--- src/rtl/wdt_pkg.sv ---
package wdt_pkg;

  // register bus geometry
  localparam int ADDR_W = 16;
  localparam int DATA_W = 8;

  // register offsets
  localparam logic [15:0] PMODE1_ADDR = 16'h0005;
  localparam logic [15:0] CLKMODE1_ADDR = 16'h0007;
  localparam logic [15:0] REFRESH_ADDR = 16'h000d;
  localparam logic [15:0] START_ADDR = 16'h000e;
  localparam logic [15:0] WDCTRL_ADDR = 16'h000f;
  localparam logic [15:0] CLKPROT_ADDR = 16'h001c;
  localparam logic [15:0] IRQ_STATUS_ADDR = 16'h0020;
  localparam logic [15:0] IRQ_MASK_ADDR = 16'h0021;
  localparam logic [15:0] COUNT_LO_ADDR = 16'h0022;
  localparam logic [15:0] COUNT_HI_ADDR = 16'h0023;
  localparam logic [15:0] OPTION_ADDR = 16'hffff;

  // field positions
  localparam int RATIO_SEL_BIT = 7;
  localparam int ACTION_SEL_BIT = 2;
  localparam int STOP_ENTRY_BIT = 0;
  localparam int OSC_STOP_BIT = 4;
  localparam int PROTECT_EN_BIT = 7;
  localparam int OPT_AUTO_START_BIT = 0;
  localparam int OPT_PROTECT_INIT_BIT = 7;
  localparam int IRQ_UNDERFLOW_BIT = 0;

  // refresh sequence bytes
  localparam logic [7:0] REFRESH_FIRST = 8'h00;
  localparam logic [7:0] REFRESH_SECOND = 8'hff;

  // timing counts
  localparam int PRE_DIV_FAST = 16;
  localparam int PRE_DIV_SLOW = 128;
  localparam int COUNT_FULL = 32768;
  localparam int PROTECT_COUNT = 4096;

  // reset values
  localparam logic [7:0] OPTION_RESET = 8'hff;
  localparam logic [7:0] BYTE_ZERO = 8'h00;

  // register bus request
  typedef struct packed {
    logic [ADDR_W-1:0] addr;
    logic [DATA_W-1:0] wdata;
    logic wr;
    logic rd;
  } bus_req_type;

  // run state
  typedef enum logic [1:0] {
    ST_BOOT = 2'b00,
    ST_HALT = 2'b01,
    ST_COUNT = 2'b11
  } wd_state_type;

  // whole state of the watchdog
  typedef struct packed {
    wd_state_type state;
    logic [7:0] option;
    logic [6:0] prescale;
    logic [14:0] count;
    logic armed;
    logic ratio_sel;
    logic action_sel;
    logic protect;
    logic stop_entry;
    logic osc_stop;
    logic irq_status;
    logic irq_mask;
    logic [7:0] rdata;
    logic wd_reset;
  } wd_regs_type;

endpackage

--- src/rtl/watchdog_timer.sv ---
// Summary of operation
// unprotected, the prescaler runs from the cpu clock.
// the count of 32768 drops once per prescaler tick, so the period is ratio times 32768 cpu clocks.
// one select bit picks a prescaler ratio of 16 or 128.
// writing 00h then ffh to the refresh register, in that order, reloads the count.
// reset and every underflow also reload the count.
// with the auto-start option at 1 the watchdog waits after reset until the start register is written.
// with the auto-start option at 0 the watchdog counts as soon as reset ends.
// the auto-start option is bit 0 of the read-only option byte at ffffh, which program writes cannot change.
// unprotected, the count holds in stop and wait modes and resumes from where it stood.
// with the underflow action bit at 0 an underflow raises the watchdog interrupt.
// with the underflow action bit at 1 an underflow raises the watchdog reset.
// only reset clears the prescaler, so a refresh leaves it running.
// protected, the count runs from the slow oscillator even while the cpu clock halts.
// protected, a count of 4096 oscillator ticks is used with no prescaler.
// enabling protection loads 0fffh, forces the oscillator on and forces the reset action.
// protected, writes to the stop-mode entry and oscillator-stop bits are ignored.
// refresh, reset and underflow reload the full-scale start value of the current mode.
//
// The address-and-strobe port was chosen for this implementation.
`timescale 1ns/1ps

module watchdog_timer
  #(
    parameter int unsigned PRE_FAST = wdt_pkg::PRE_DIV_FAST,
    parameter int unsigned PRE_SLOW = wdt_pkg::PRE_DIV_SLOW,
    parameter int unsigned COUNT_TOP = wdt_pkg::COUNT_FULL,
    parameter int unsigned PROT_TOP = wdt_pkg::PROTECT_COUNT
  )
  (
    input wire logic clock_in, // cpu clock
    input wire logic arst_n_in, // async reset, active low
    input wire wdt_pkg::bus_req_type bus_in, // register request
    input wire logic [7:0] option_byte_in, // nonvolatile option byte
    input wire logic cpu_halt_in, // cpu clock stopped
    input wire logic wait_mode_in, // cpu in wait mode
    input wire logic wake_in, // stop mode exit event
    input wire logic slow_osc_tick_in, // slow oscillator enable pulse
    output logic [7:0] rdata_out, // read data, one cycle after read
    output logic irq_out, // watchdog interrupt level
    output logic wd_reset_out, // watchdog reset pulse
    output logic stop_mode_out, // stop mode requested
    output logic slow_osc_stop_out // slow oscillator off
  );

  import wdt_pkg::*;

  localparam logic [6:0] PRE_LAST_FAST = 7'(PRE_FAST - 1);
  localparam logic [6:0] PRE_LAST_SLOW = 7'(PRE_SLOW - 1);
  localparam logic [14:0] RELOAD_FULL = 15'(COUNT_TOP - 1);
  localparam logic [14:0] RELOAD_PROT = 15'(PROT_TOP - 1);

  localparam wd_regs_type REGS_RESET = '{
    state: ST_BOOT,
    option: OPTION_RESET,
    prescale: 7'h00,
    count: RELOAD_FULL,
    armed: 1'b0,
    ratio_sel: 1'b0,
    action_sel: 1'b0,
    protect: 1'b0,
    stop_entry: 1'b0,
    osc_stop: 1'b0,
    irq_status: 1'b0,
    irq_mask: 1'b0,
    rdata: BYTE_ZERO,
    wd_reset: 1'b0
  };

  wd_regs_type state_reg;
  wd_regs_type state_next;
  logic wr_refresh;
  logic wr_start;
  logic wr_ctrl;
  logic wr_pmode;
  logic wr_clkmode;
  logic wr_prot;
  logic wr_status;
  logic wr_mask;
  logic freeze;
  logic pre_step;
  logic [6:0] pre_last;
  logic pre_wrap;
  logic count_tick;
  logic underflow;
  logic refresh_fire;
  logic prot_enable;
  logic [14:0] reload_val;
  logic [7:0] rd_mux;

  // write decode
  assign wr_refresh = bus_in.wr && (bus_in.addr == REFRESH_ADDR);
  assign wr_start = bus_in.wr && (bus_in.addr == START_ADDR);
  assign wr_ctrl = bus_in.wr && (bus_in.addr == WDCTRL_ADDR);
  assign wr_pmode = bus_in.wr && (bus_in.addr == PMODE1_ADDR);
  assign wr_clkmode = bus_in.wr && (bus_in.addr == CLKMODE1_ADDR);
  assign wr_prot = bus_in.wr && (bus_in.addr == CLKPROT_ADDR);
  assign wr_status = bus_in.wr && (bus_in.addr == IRQ_STATUS_ADDR);
  assign wr_mask = bus_in.wr && (bus_in.addr == IRQ_MASK_ADDR);

  // count sources and ticks
  assign freeze = !state_reg.protect && (wait_mode_in || state_reg.stop_entry);
  assign pre_step = (state_reg.state == ST_COUNT) && !state_reg.protect && !freeze && !cpu_halt_in;
  assign pre_last = state_reg.ratio_sel ? PRE_LAST_SLOW : PRE_LAST_FAST;
  assign pre_wrap = pre_step && (state_reg.prescale >= pre_last);
  assign count_tick = state_reg.protect ? ((state_reg.state == ST_COUNT) && slow_osc_tick_in)
                                        : pre_wrap;
  assign underflow = count_tick && (state_reg.count == 15'h0000);
  assign refresh_fire = wr_refresh && state_reg.armed && (bus_in.wdata == REFRESH_SECOND);
  assign prot_enable = wr_prot && bus_in.wdata[PROTECT_EN_BIT] && !state_reg.protect;
  assign reload_val = state_reg.protect ? RELOAD_PROT : RELOAD_FULL;

  // read multiplexer
  always_comb
  begin
    rd_mux = BYTE_ZERO;
    unique case (bus_in.addr)
      WDCTRL_ADDR: rd_mux[RATIO_SEL_BIT] = state_reg.ratio_sel;
      PMODE1_ADDR: rd_mux[ACTION_SEL_BIT] = state_reg.action_sel;
      CLKMODE1_ADDR:
      begin
        rd_mux[STOP_ENTRY_BIT] = state_reg.stop_entry;
        rd_mux[OSC_STOP_BIT] = state_reg.osc_stop;
      end
      CLKPROT_ADDR: rd_mux[PROTECT_EN_BIT] = state_reg.protect;
      IRQ_STATUS_ADDR: rd_mux[IRQ_UNDERFLOW_BIT] = state_reg.irq_status;
      IRQ_MASK_ADDR: rd_mux[IRQ_UNDERFLOW_BIT] = state_reg.irq_mask;
      COUNT_LO_ADDR: rd_mux = state_reg.count[7:0];
      COUNT_HI_ADDR: rd_mux = {1'b0, state_reg.count[14:8]};
      OPTION_ADDR: rd_mux = state_reg.option;
      default: rd_mux = BYTE_ZERO;
    endcase
  end

  // next state of the whole block
  always_comb
  begin
    state_next = state_reg;
    state_next.wd_reset = 1'b0;
    state_next.rdata = bus_in.rd ? rd_mux : BYTE_ZERO;

    // option byte caught once after reset release, start mode from it
    unique case (state_reg.state)
      ST_BOOT:
      begin
        state_next.option = option_byte_in;
        state_next.protect = !option_byte_in[OPT_PROTECT_INIT_BIT];
        state_next.action_sel = !option_byte_in[OPT_PROTECT_INIT_BIT];
        state_next.count = option_byte_in[OPT_PROTECT_INIT_BIT] ? RELOAD_FULL : RELOAD_PROT;
        state_next.state = option_byte_in[OPT_AUTO_START_BIT] ? ST_HALT : ST_COUNT;
      end
      ST_HALT:
      begin
        if (wr_start)
        begin
          state_next.state = ST_COUNT;
        end
      end
      ST_COUNT: state_next.state = ST_COUNT;
      default: state_next.state = ST_BOOT;
    endcase

    // prescaler, cleared only by reset
    if (pre_step)
    begin
      state_next.prescale = pre_wrap ? 7'h00 : 7'(state_reg.prescale + 7'h01);
    end

    // count down, reload on underflow
    if (underflow)
    begin
      state_next.count = reload_val;
      if (state_reg.action_sel)
      begin
        state_next.wd_reset = 1'b1;
      end
    end
    else if (count_tick)
    begin
      state_next.count = 15'(state_reg.count - 15'h0001);
    end

    // two-write refresh sequence
    if (wr_refresh)
    begin
      state_next.armed = (bus_in.wdata == REFRESH_FIRST);
      if (refresh_fire)
      begin
        state_next.count = reload_val;
      end
    end

    // control bits
    if (wr_ctrl)
    begin
      state_next.ratio_sel = bus_in.wdata[RATIO_SEL_BIT];
    end
    if (wr_pmode && !state_reg.protect)
    begin
      state_next.action_sel = bus_in.wdata[ACTION_SEL_BIT];
    end
    if (wr_clkmode && !state_reg.protect)
    begin
      state_next.stop_entry = bus_in.wdata[STOP_ENTRY_BIT];
      state_next.osc_stop = bus_in.wdata[OSC_STOP_BIT];
    end
    if (wake_in)
    begin
      state_next.stop_entry = 1'b0;
    end

    // protection enable is sticky until reset
    if (prot_enable)
    begin
      state_next.protect = 1'b1;
      state_next.count = RELOAD_PROT;
      state_next.osc_stop = 1'b0;
      state_next.action_sel = 1'b1;
      state_next.stop_entry = 1'b0;
    end

    // interrupt status, set wins over clear
    if (wr_status && bus_in.wdata[IRQ_UNDERFLOW_BIT])
    begin
      state_next.irq_status = 1'b0;
    end
    if (underflow && !state_reg.action_sel)
    begin
      state_next.irq_status = 1'b1;
    end
    if (wr_mask)
    begin
      state_next.irq_mask = bus_in.wdata[IRQ_UNDERFLOW_BIT];
    end
  end

  // state register
  always_ff @(posedge clock_in or negedge arst_n_in)
  begin
    if (!arst_n_in)
    begin
      state_reg <= REGS_RESET;
    end
    else
    begin
      state_reg <= state_next;
    end
  end

  // outputs
  assign rdata_out = state_reg.rdata;
  assign irq_out = state_reg.irq_status && state_reg.irq_mask;
  assign wd_reset_out = state_reg.wd_reset;
  assign stop_mode_out = state_reg.stop_entry;
  assign slow_osc_stop_out = state_reg.osc_stop;
endmodule

--- config.mk ---
export PLATFORM = sky130hd
export DESIGN_NAME = watchdog_timer
export DESIGN_NICKNAME = d
export VERILOG_FILES = /design/src/rtl/wdt_pkg.sv /design/src/rtl/watchdog_timer.sv
export SDC_FILE = /design/constraint.sdc
export NUM_CORES = 1
export LEC_CHECK = 0
export ABC_AREA = 0
export BUFFER_PORTS_ARGS = -buffer_cell sky130_fd_sc_hd__buf_2
export CORE_AREA = 8 8 86 88
export CTS_CLUSTER_SIZE = 24
export DETAILED_ROUTE_END_ITERATION = 10
export DIE_AREA = 0 0 94 96
export GPL_TIMING_DRIVEN = 0
export PLACE_DENSITY = 0.69
export SYNTH_ARGS = -nofsm -noshare
export SYNTH_HDL_FRONTEND = slang
export SYNTH_SLANG_ARGS = --single-unit
--- constraint.sdc ---
create_clock -name clock_in -period 3.4 [get_ports clock_in]
set_input_delay 0 -clock clock_in [delete_from_list [all_inputs] [get_ports clock_in]]
set_output_delay 0 -clock clock_in [all_outputs]
set_load 0.005 [all_outputs]
==> results of run 1 <==
==> final timing paths <==
path / end / slack [ns]
setup reg to reg: state_reg[25] / 0.67
hold / removal: state_reg[9] / 0.01
min in group asynchronous: state_reg[36] / 0.41
setup / recovery: state_reg[25] / 0.67
hold reg to reg: state_reg[46] / 0.46
max in group asynchronous: state_reg[9] / 2.34
==> cell families after synthesis <==
kind of cell,count (synthesis),share of synthesized area (%)
flip-flops,49,43.0
XOR/XNOR,4,1.20
adder cells (fa/ha/maj),6,2.57
multiplexers,15,6.13
AO/OA/AOI/OAI,45,10.9
AND/OR/NAND/NOR,172,30.8
buffers and inverters,31,5.40
==> where the power goes <==
group          leakage (nW)  switching (mW)  internal, mW
combinational         0.883           0.135         0.118
sequential            0.583          0.0753         0.675
clock                0.0447           0.212         0.149
==> per-stage QoR <==
step / power (mW) / utilization (%) / setup slack [ns] / cells / cell area (sq um)
after global placement: 0.988 / 53.5 / 0.757 / 448 / 3260
after floorplan: 0.902 / - / 1.15 / 322 / 2920
after CTS: 1.38 / 57.7 / 0.673 / 472 / 3520
after detailed placement: 0.999 / 53.5 / 0.700 / 448 / 3260
after global routing: 1.44 / 57.7 / 0.354 / 472 / 3520
final: 1.36 / 57.7 / 0.666 / 472 / 3520
==> routing by layer <==
layer | share of wire, % | vias to the layer above | wire, um | track usage [%]
li1 | - | 1293 | - | -
met1 | 43 | 1278 | 3150 | 21.0
met2 | 46 | 88 | 3390 | 28.4
met3 | 8.0 | 11 | 583 | 3.90
met4 | 2.3 | 0 | 165 | 6.74
met5 | 0 | - | 0 | 0
==> cells in the final DEF, fill, tap and decap left out, types with 3 or more instances in the layout <==
cell and n:
nor4_2 4, dfstp_2 23, nor3b_1 4, o21ai_0 12, o31ai_1 3, mux2i_1 4, mux2_2 9, nand4_1 7
nor2b_1 4, nor4_1 5, or2_2 7, inv_1 9, buf_2 52, nand2b_1 5, and2_1 3, or3_1 10
a21oi_1 8, nand3_1 14, ha_1 6, or4_4 4, clkbuf_1 10, clkbuf_8 5, nand2_1 49, dlygate4sd3_1 16
a222oi_1 8, buf_4 8, nor2_1 35, dfrtp_1 26, nor3_1 12
==> layout make-up <==
cell class                      instances  area, sq um
Timing Repair Buffer                   65          405
Multi-Input combinational cell        242         1510
Tap cell                               77         96.3
Fill cell                             542         2580
Sequential cell                        49         1250
Inverter                                9         33.8
Clock buffer                            5         68.8
Clock inverter                          3         25.0
Buffer                                 22          124
==> worst register-to-register path: stages, from the launching register on <==
cell and delay (ns):
dfrtp_1 0.39, inv_1 0.15, ha_1 0.29, a21oi_1 0.21, a211oi_1 0.12, nor3b_1 0.43
buf_2 0.33, o21bai_1 0.12, nor2_1 0.24, buf_2 0.27, o21ai_0 0.13
==> flow_metrics.env, run 1 <==
export IMPL_post_synth_top_count_cell="nand2_1"
export IMPL_die_w_um=94
export IMPL_power_leakage_nw=1.51
export IMPL_crit_path_start="state_reg[15]"
export IMPL_path_cells="inv_1, ha_1, a21oi_1, a211oi_1, nor3b_1, buf_2, o21bai_1, nor2_1, buf_2, o21ai_0"
export IMPL_slew_violations=0
export IMPL_synth_area_leaders="dfrtp_1, dfstp_2, nand2_1"
export IMPL_clock_root_buffer="clkbuf_8"
export IMPL_fin_hold_ws_ns=0.0149
export IMPL_die_area_sq_um=9020
export IMPL_setup_viol=0
export IMPL_criticalPathCategory="flip-flop to flip-flop"
export IMPL_cts_resized=0
export IMPL_status="complete, no violations"
export IMPL_yosysTopAreaCell="dfrtp_1"
export IMPL_max_freq_ghz=0.366
export IMPL_drive_gt1_share_pct=30.4
export IMPL_hold_path_depth=2
export IMPL_cts_clk_slew_worst_paths_ns=0.10
export IMPL_syn_to_final_growth_pct=20.4
export IMPL_ioPinCount=52
export IMPL_irDropWorstVdd_uv=184
export IMPL_slowest_stage="nor3b_1"
export IMPL_synth_seq_cells=49
export IMPL_r2r_start="state_reg[15]"
export IMPL_nets=440
export IMPL_postCtsSetupBuffers=0
export IMPL_critPathMaxStageDelay_ns=0.43
export IMPL_end_kind="flip-flop"
export IMPL_postRouteAntennaNets=0
export IMPL_wl_per_cell_um=15.5
export IMPL_reg2reg_depth=10
export IMPL_initial_core_util_pct=47.9
export IMPL_synth_seq_area_share_pct=43.0
export IMPL_synth_top_area_share_pct=22.3
export IMPL_drc_errors=0
export IMPL_ys_warn_count=0
export IMPL_fin_tns_setup_ns=0
export IMPL_rsz0062_at_grt="false"
export IMPL_hp_class="primary input to flip-flop"
export IMPL_hold_viol=0
export IMPL_cts_hold_buffers_added=16
export IMPL_synth_edff_count=0
export IMPL_required_ns=3.64
export IMPL_track_usage_pct=17.0
export IMPL_die_h_um=96
export IMPL_finalClockSkew_ns=0.00702
export IMPL_clk_latency_ns=0.31
export IMPL_synthTopCellsByCount="nand2_1, nor2_1, dfrtp_1"
export IMPL_grt_pass1_vias=2664
export IMPL_period_share_pct=80.4
export IMPL_path_max_fanout=10
export IMPL_synth_ff_type="dfrtp_1"
export IMPL_grt_pass1_wl_um=12400
export IMPL_critical_path_buf_inv_count=3
export IMPL_grt_overflow_total=0
export IMPL_clock_sinks=49
export IMPL_critPathLaunchType="flip-flop"
export IMPL_ys_types=49
export IMPL_vias_per_cell=5.66
export IMPL_wirelength_um=7300
export IMPL_post_synth_cell_area_avg_sq_um=9.07
export IMPL_power_density_nw_per_um2=388
export IMPL_drv_cap=0
export IMPL_fin_crit_ns=2.73
export IMPL_dpl_hpwl_um=5450
export IMPL_crit_cells=10
export IMPL_synth_nets=368
export IMPL_clk_path_buf_depth=2
export IMPL_num_antenna_cells=0
export IMPL_async_reset_ff_share_pct=100
export IMPL_place_gp_congestion=0.937
export IMPL_synth_area_sq_um=2920
export IMPL_antenna_found_initial=0
export IMPL_ctsHtreeMaxLevel=2
export IMPL_crit_top_cell="buf_2"
export IMPL_portBuffers=49
export IMPL_core_area_sq_um=6100
export IMPL_maxSlewHeadroom_pct=28.9
export IMPL_cts_tree="done"
export IMPL_firstDrtPassIters=6
export IMPL_vias=2670
export IMPL_min_from="bus_in[2]"
export IMPL_numCtsBuffers=5
export IMPL_worst_pin_slew_ns=1.06
export IMPL_crit_family="buffers and inverters"
export IMPL_cp_arrival_ns=2.97
export IMPL_grt_max_degree=50
export IMPL_synth_cells=322
export IMPL_fp_row_count=29
export IMPL_largest_reg_flops=38
export IMPL_drt_iter0_drc=208
No activity file was read; power rests on OpenSTA's default activity.
==> inputs of run 2 (changes only) <==
ABC_AREA = 1   (was 0)
CORE_AREA = 8 8 90 92   (was 8 8 86 88)
DIE_AREA = 0 0 98 100   (was 0 0 94 96)
PLACE_DENSITY = 0.71   (was 0.69)
clock period = 2.47 ns   (was 3.4 ns; I/O delays follow)
==> run 2 against run 1 <==
  * Utilization is essentially flat
  * Clock power increased by 34%
  * Sequential power increased by 37%
  * Die area rose by 8.6%
  * Fmax is 25% higher
  * Non-clock buffer count down 8
  * Combinational power up 71%
  * First-iteration DRC count grew 24%
==> flow_metrics.env, run 2 <==
export IMPL_portBuffers=50
export IMPL_hp_class="primary input to flip-flop"
export IMPL_num_antenna_cells=0
export IMPL_drc_errors=0
export IMPL_wl_per_cell_um=14.4
export IMPL_fin_ws_ns=0.282
export IMPL_vias=3302
export IMPL_grt_pass1_vias=3223
export IMPL_clock_root_buffer="clkbuf_8"
export IMPL_grt_overflow_total=0
export IMPL_cts_hold_buffers_added=16
export IMPL_synth_ff_type="dfrtp_1"
export IMPL_ys_types=37
export IMPL_clk_latency_ns=0.31
export IMPL_die_w_um=98
export IMPL_yosysTopAreaCell="dfrtp_1"
export IMPL_synthXorXnorAreaFrac_pct=0.813
export IMPL_synth_area_sq_um=3230
export IMPL_path_max_fanout=10
export IMPL_irDropWorstVdd_uv=268
export IMPL_cts_resized=0
export IMPL_antenna_found_initial=0
export IMPL_power_leakage_nw=1.91
export IMPL_synth_top_area_share_pct=20.1
export IMPL_postCtsSetupBuffers=0
export IMPL_clock_sinks=49
export IMPL_maxSlewHeadroom_pct=26.1
export IMPL_required_ns=2.68
export IMPL_nets=584
export IMPL_design_area_sq_um=3830
export IMPL_synth_area_leaders="dfrtp_1, dfstp_2, nand2_1"
export IMPL_dpl_hpwl_um=6840
export IMPL_pre_cts_ws_ns=0.292
export IMPL_synth_seq_cells=49
export IMPL_syn_to_final_growth_pct=18.5
export IMPL_power_density_nw_per_um2=507
export IMPL_die_area_sq_um=9800
export IMPL_drv_cap=0
export IMPL_slew_violations=0
export IMPL_synth_cells=465
export IMPL_synthSimpleGateAreaFrac_pct=39.4
export IMPL_layout_area_seq_sq_um=1250
export IMPL_rsz0062_at_grt="false"
export IMPL_async_reset_ff_share_pct=100
export IMPL_ioPinCount=52
export IMPL_critPathLaunchType="flip-flop"
export IMPL_synth_edff_count=0
export IMPL_fillers=645
export IMPL_drt_iter0_drc=257
export IMPL_synth_seq_area_share_pct=38.8
export IMPL_wirelength_um=8920
export IMPL_p_total_mw=1.94
export IMPL_synthTopCellsByCount="nand2_1, nor2_1, inv_1"
export IMPL_track_usage_pct=19.1
export IMPL_place_gp_congestion=0.937
export IMPL_post_synth_top_count_cell="nand2_1"
export IMPL_initial_core_util_pct=48.6
export IMPL_muxShareOfSynthArea_pct=0.310
export IMPL_ys_warn_count=0
export IMPL_core_area_sq_um=6640
export IMPL_post_dp_cell_area_sq_um=3580
export IMPL_synth_top_family_by_area="simple AND/OR/NAND/NOR gates"
export IMPL_worst_pin_slew_ns=1.11
export IMPL_drive_gt1_share_pct=19.3
export IMPL_max_freq_ghz=0.457
export IMPL_clk_path_buf_depth=2
export IMPL_end_kind="flip-flop"
export IMPL_fin_crit_ns=2.19
export IMPL_fp_row_count=30
export IMPL_vias_per_cell=5.33
export IMPL_setup_viol=0
export IMPL_numCtsBuffers=5
export IMPL_dpl_cell_count=595
export IMPL_ctsHtreeMaxLevel=2
export IMPL_post_synth_cell_area_avg_sq_um=6.95
export IMPL_firstDrtPassIters=5
export IMPL_multi_input_area_sq_um=1640
export IMPL_final_cell_mix="nand2_1, nor2_1, inv_1, nand3_1, buf_2"
export IMPL_die_h_um=100
export IMPL_synth_nets=511
export IMPL_postRouteAntennaNets=0
export IMPL_period_share_pct=88.6
export IMPL_cp_arrival_ns=2.40
export IMPL_finalClockSkew_ns=0.00531
export IMPL_grt_pass1_wl_um=15300
export IMPL_synthAdderAreaFrac_pct=2.32
export IMPL_fin_tns_setup_ns=0
export IMPL_status="complete, no violations"
export IMPL_cts_clk_slew_worst_paths_ns=0.09
export IMPL_criticalPathCategory="flip-flop to flip-flop"
export IMPL_largest_reg_flops=38
export IMPL_fin_cells=619
export IMPL_synth_compound_area_share_pct=7.94
export IMPL_layout_commonest_cell="nand2_1"
export IMPL_hold_viol=0
export IMPL_cts_tree="done"
export IMPL_grt_max_degree=50
[run 2: cell types whose count changed after synthesis, sizes merged, moves of 10 or more]
cell	before	now
inv	9	64
mux2	10	0
nand2	49	121
nand3	14	52
nand4	7	19
nor2	35	70
or3	10	0
[run 2: area by class of cell]
| type | count | share of cell area [%] |
|---|---|---|
| Multi-Input combinational cell | 338 | 42.9 |
| Sequential cell | 49 | 32.8 |
| Timing Repair Buffer | 66 | 10.7 |
| Inverter | 65 | 6.37 |
| Tap cell | 80 | 2.61 |
| Buffer | 13 | 2.39 |
| Clock buffer | 6 | 1.90 |
| Clock inverter | 2 | 0.359 |
[run 2: worst paths after layout]
check                              startpoint             to  slack [ns]  cells after the start
worst max-delay path            state_reg[15]  state_reg[20]        0.28                     12
worst min-delay path                bus_in[1]   state_reg[9]        0.02                      3
worst max register to register  state_reg[15]  state_reg[20]        0.28                     12
worst min register to register  state_reg[41]  state_reg[41]        0.47                      2
max in group asynchronous           arst_n_in   rdata_out[1]        1.36                      2
min in group asynchronous           arst_n_in  state_reg[34]        0.44                      2
[run 2: through the flow]
stage / util, % / hold WS (ns)
floorplan: - / -0.296
global placement: 53.9 / 0.201
detailed placement: 53.9 / 0.203
CTS: 57.6 / 0.0207
global route: 57.6 / 0.0414
finish: 57.6 / 0.0179
[run 2: worst max-delay path, stage by stage (launching register included)]
cell,delay (ns)
dfrtp_1,0.38
inv_1,0.16
ha_1,0.27
nand2_1,0.07
nand2_1,0.05
nor2_1,0.10
nand2_1,0.12
nand2_4,0.13
nand2_4,0.11
inv_2,0.13
nor2_2,0.06
nor2_1,0.37
nand3_1,0.15
[run 2: kinds of logic after synthesis]
group / count (synthesis)
AOI/OAI and AO/OA: 45
xor gates and xnor gates: 3
adders and majority gates: 6
buffers and inverters: 78
DFF: 49
muxes: 1
and+or+nand+nor: 283
[run 2: power by group]
part,leakage (nW),switching (mW),internal (mW)
clock,0.0417,0.283,0.201
sequential,0.573,0.0900,0.935
combinational,1.29,0.269,0.164
[run 2: layer usage]
layer / global-route usage, % / vias up / part of all wire (%)
met5: 0 / - / 0
met4: 5.76 / 0 / 1.2
met3: 3.88 / 12 / 7.7
met2: 30.4 / 131 / 45
met1: 25.5 / 1501 / 46
li1: - / 1658 / -
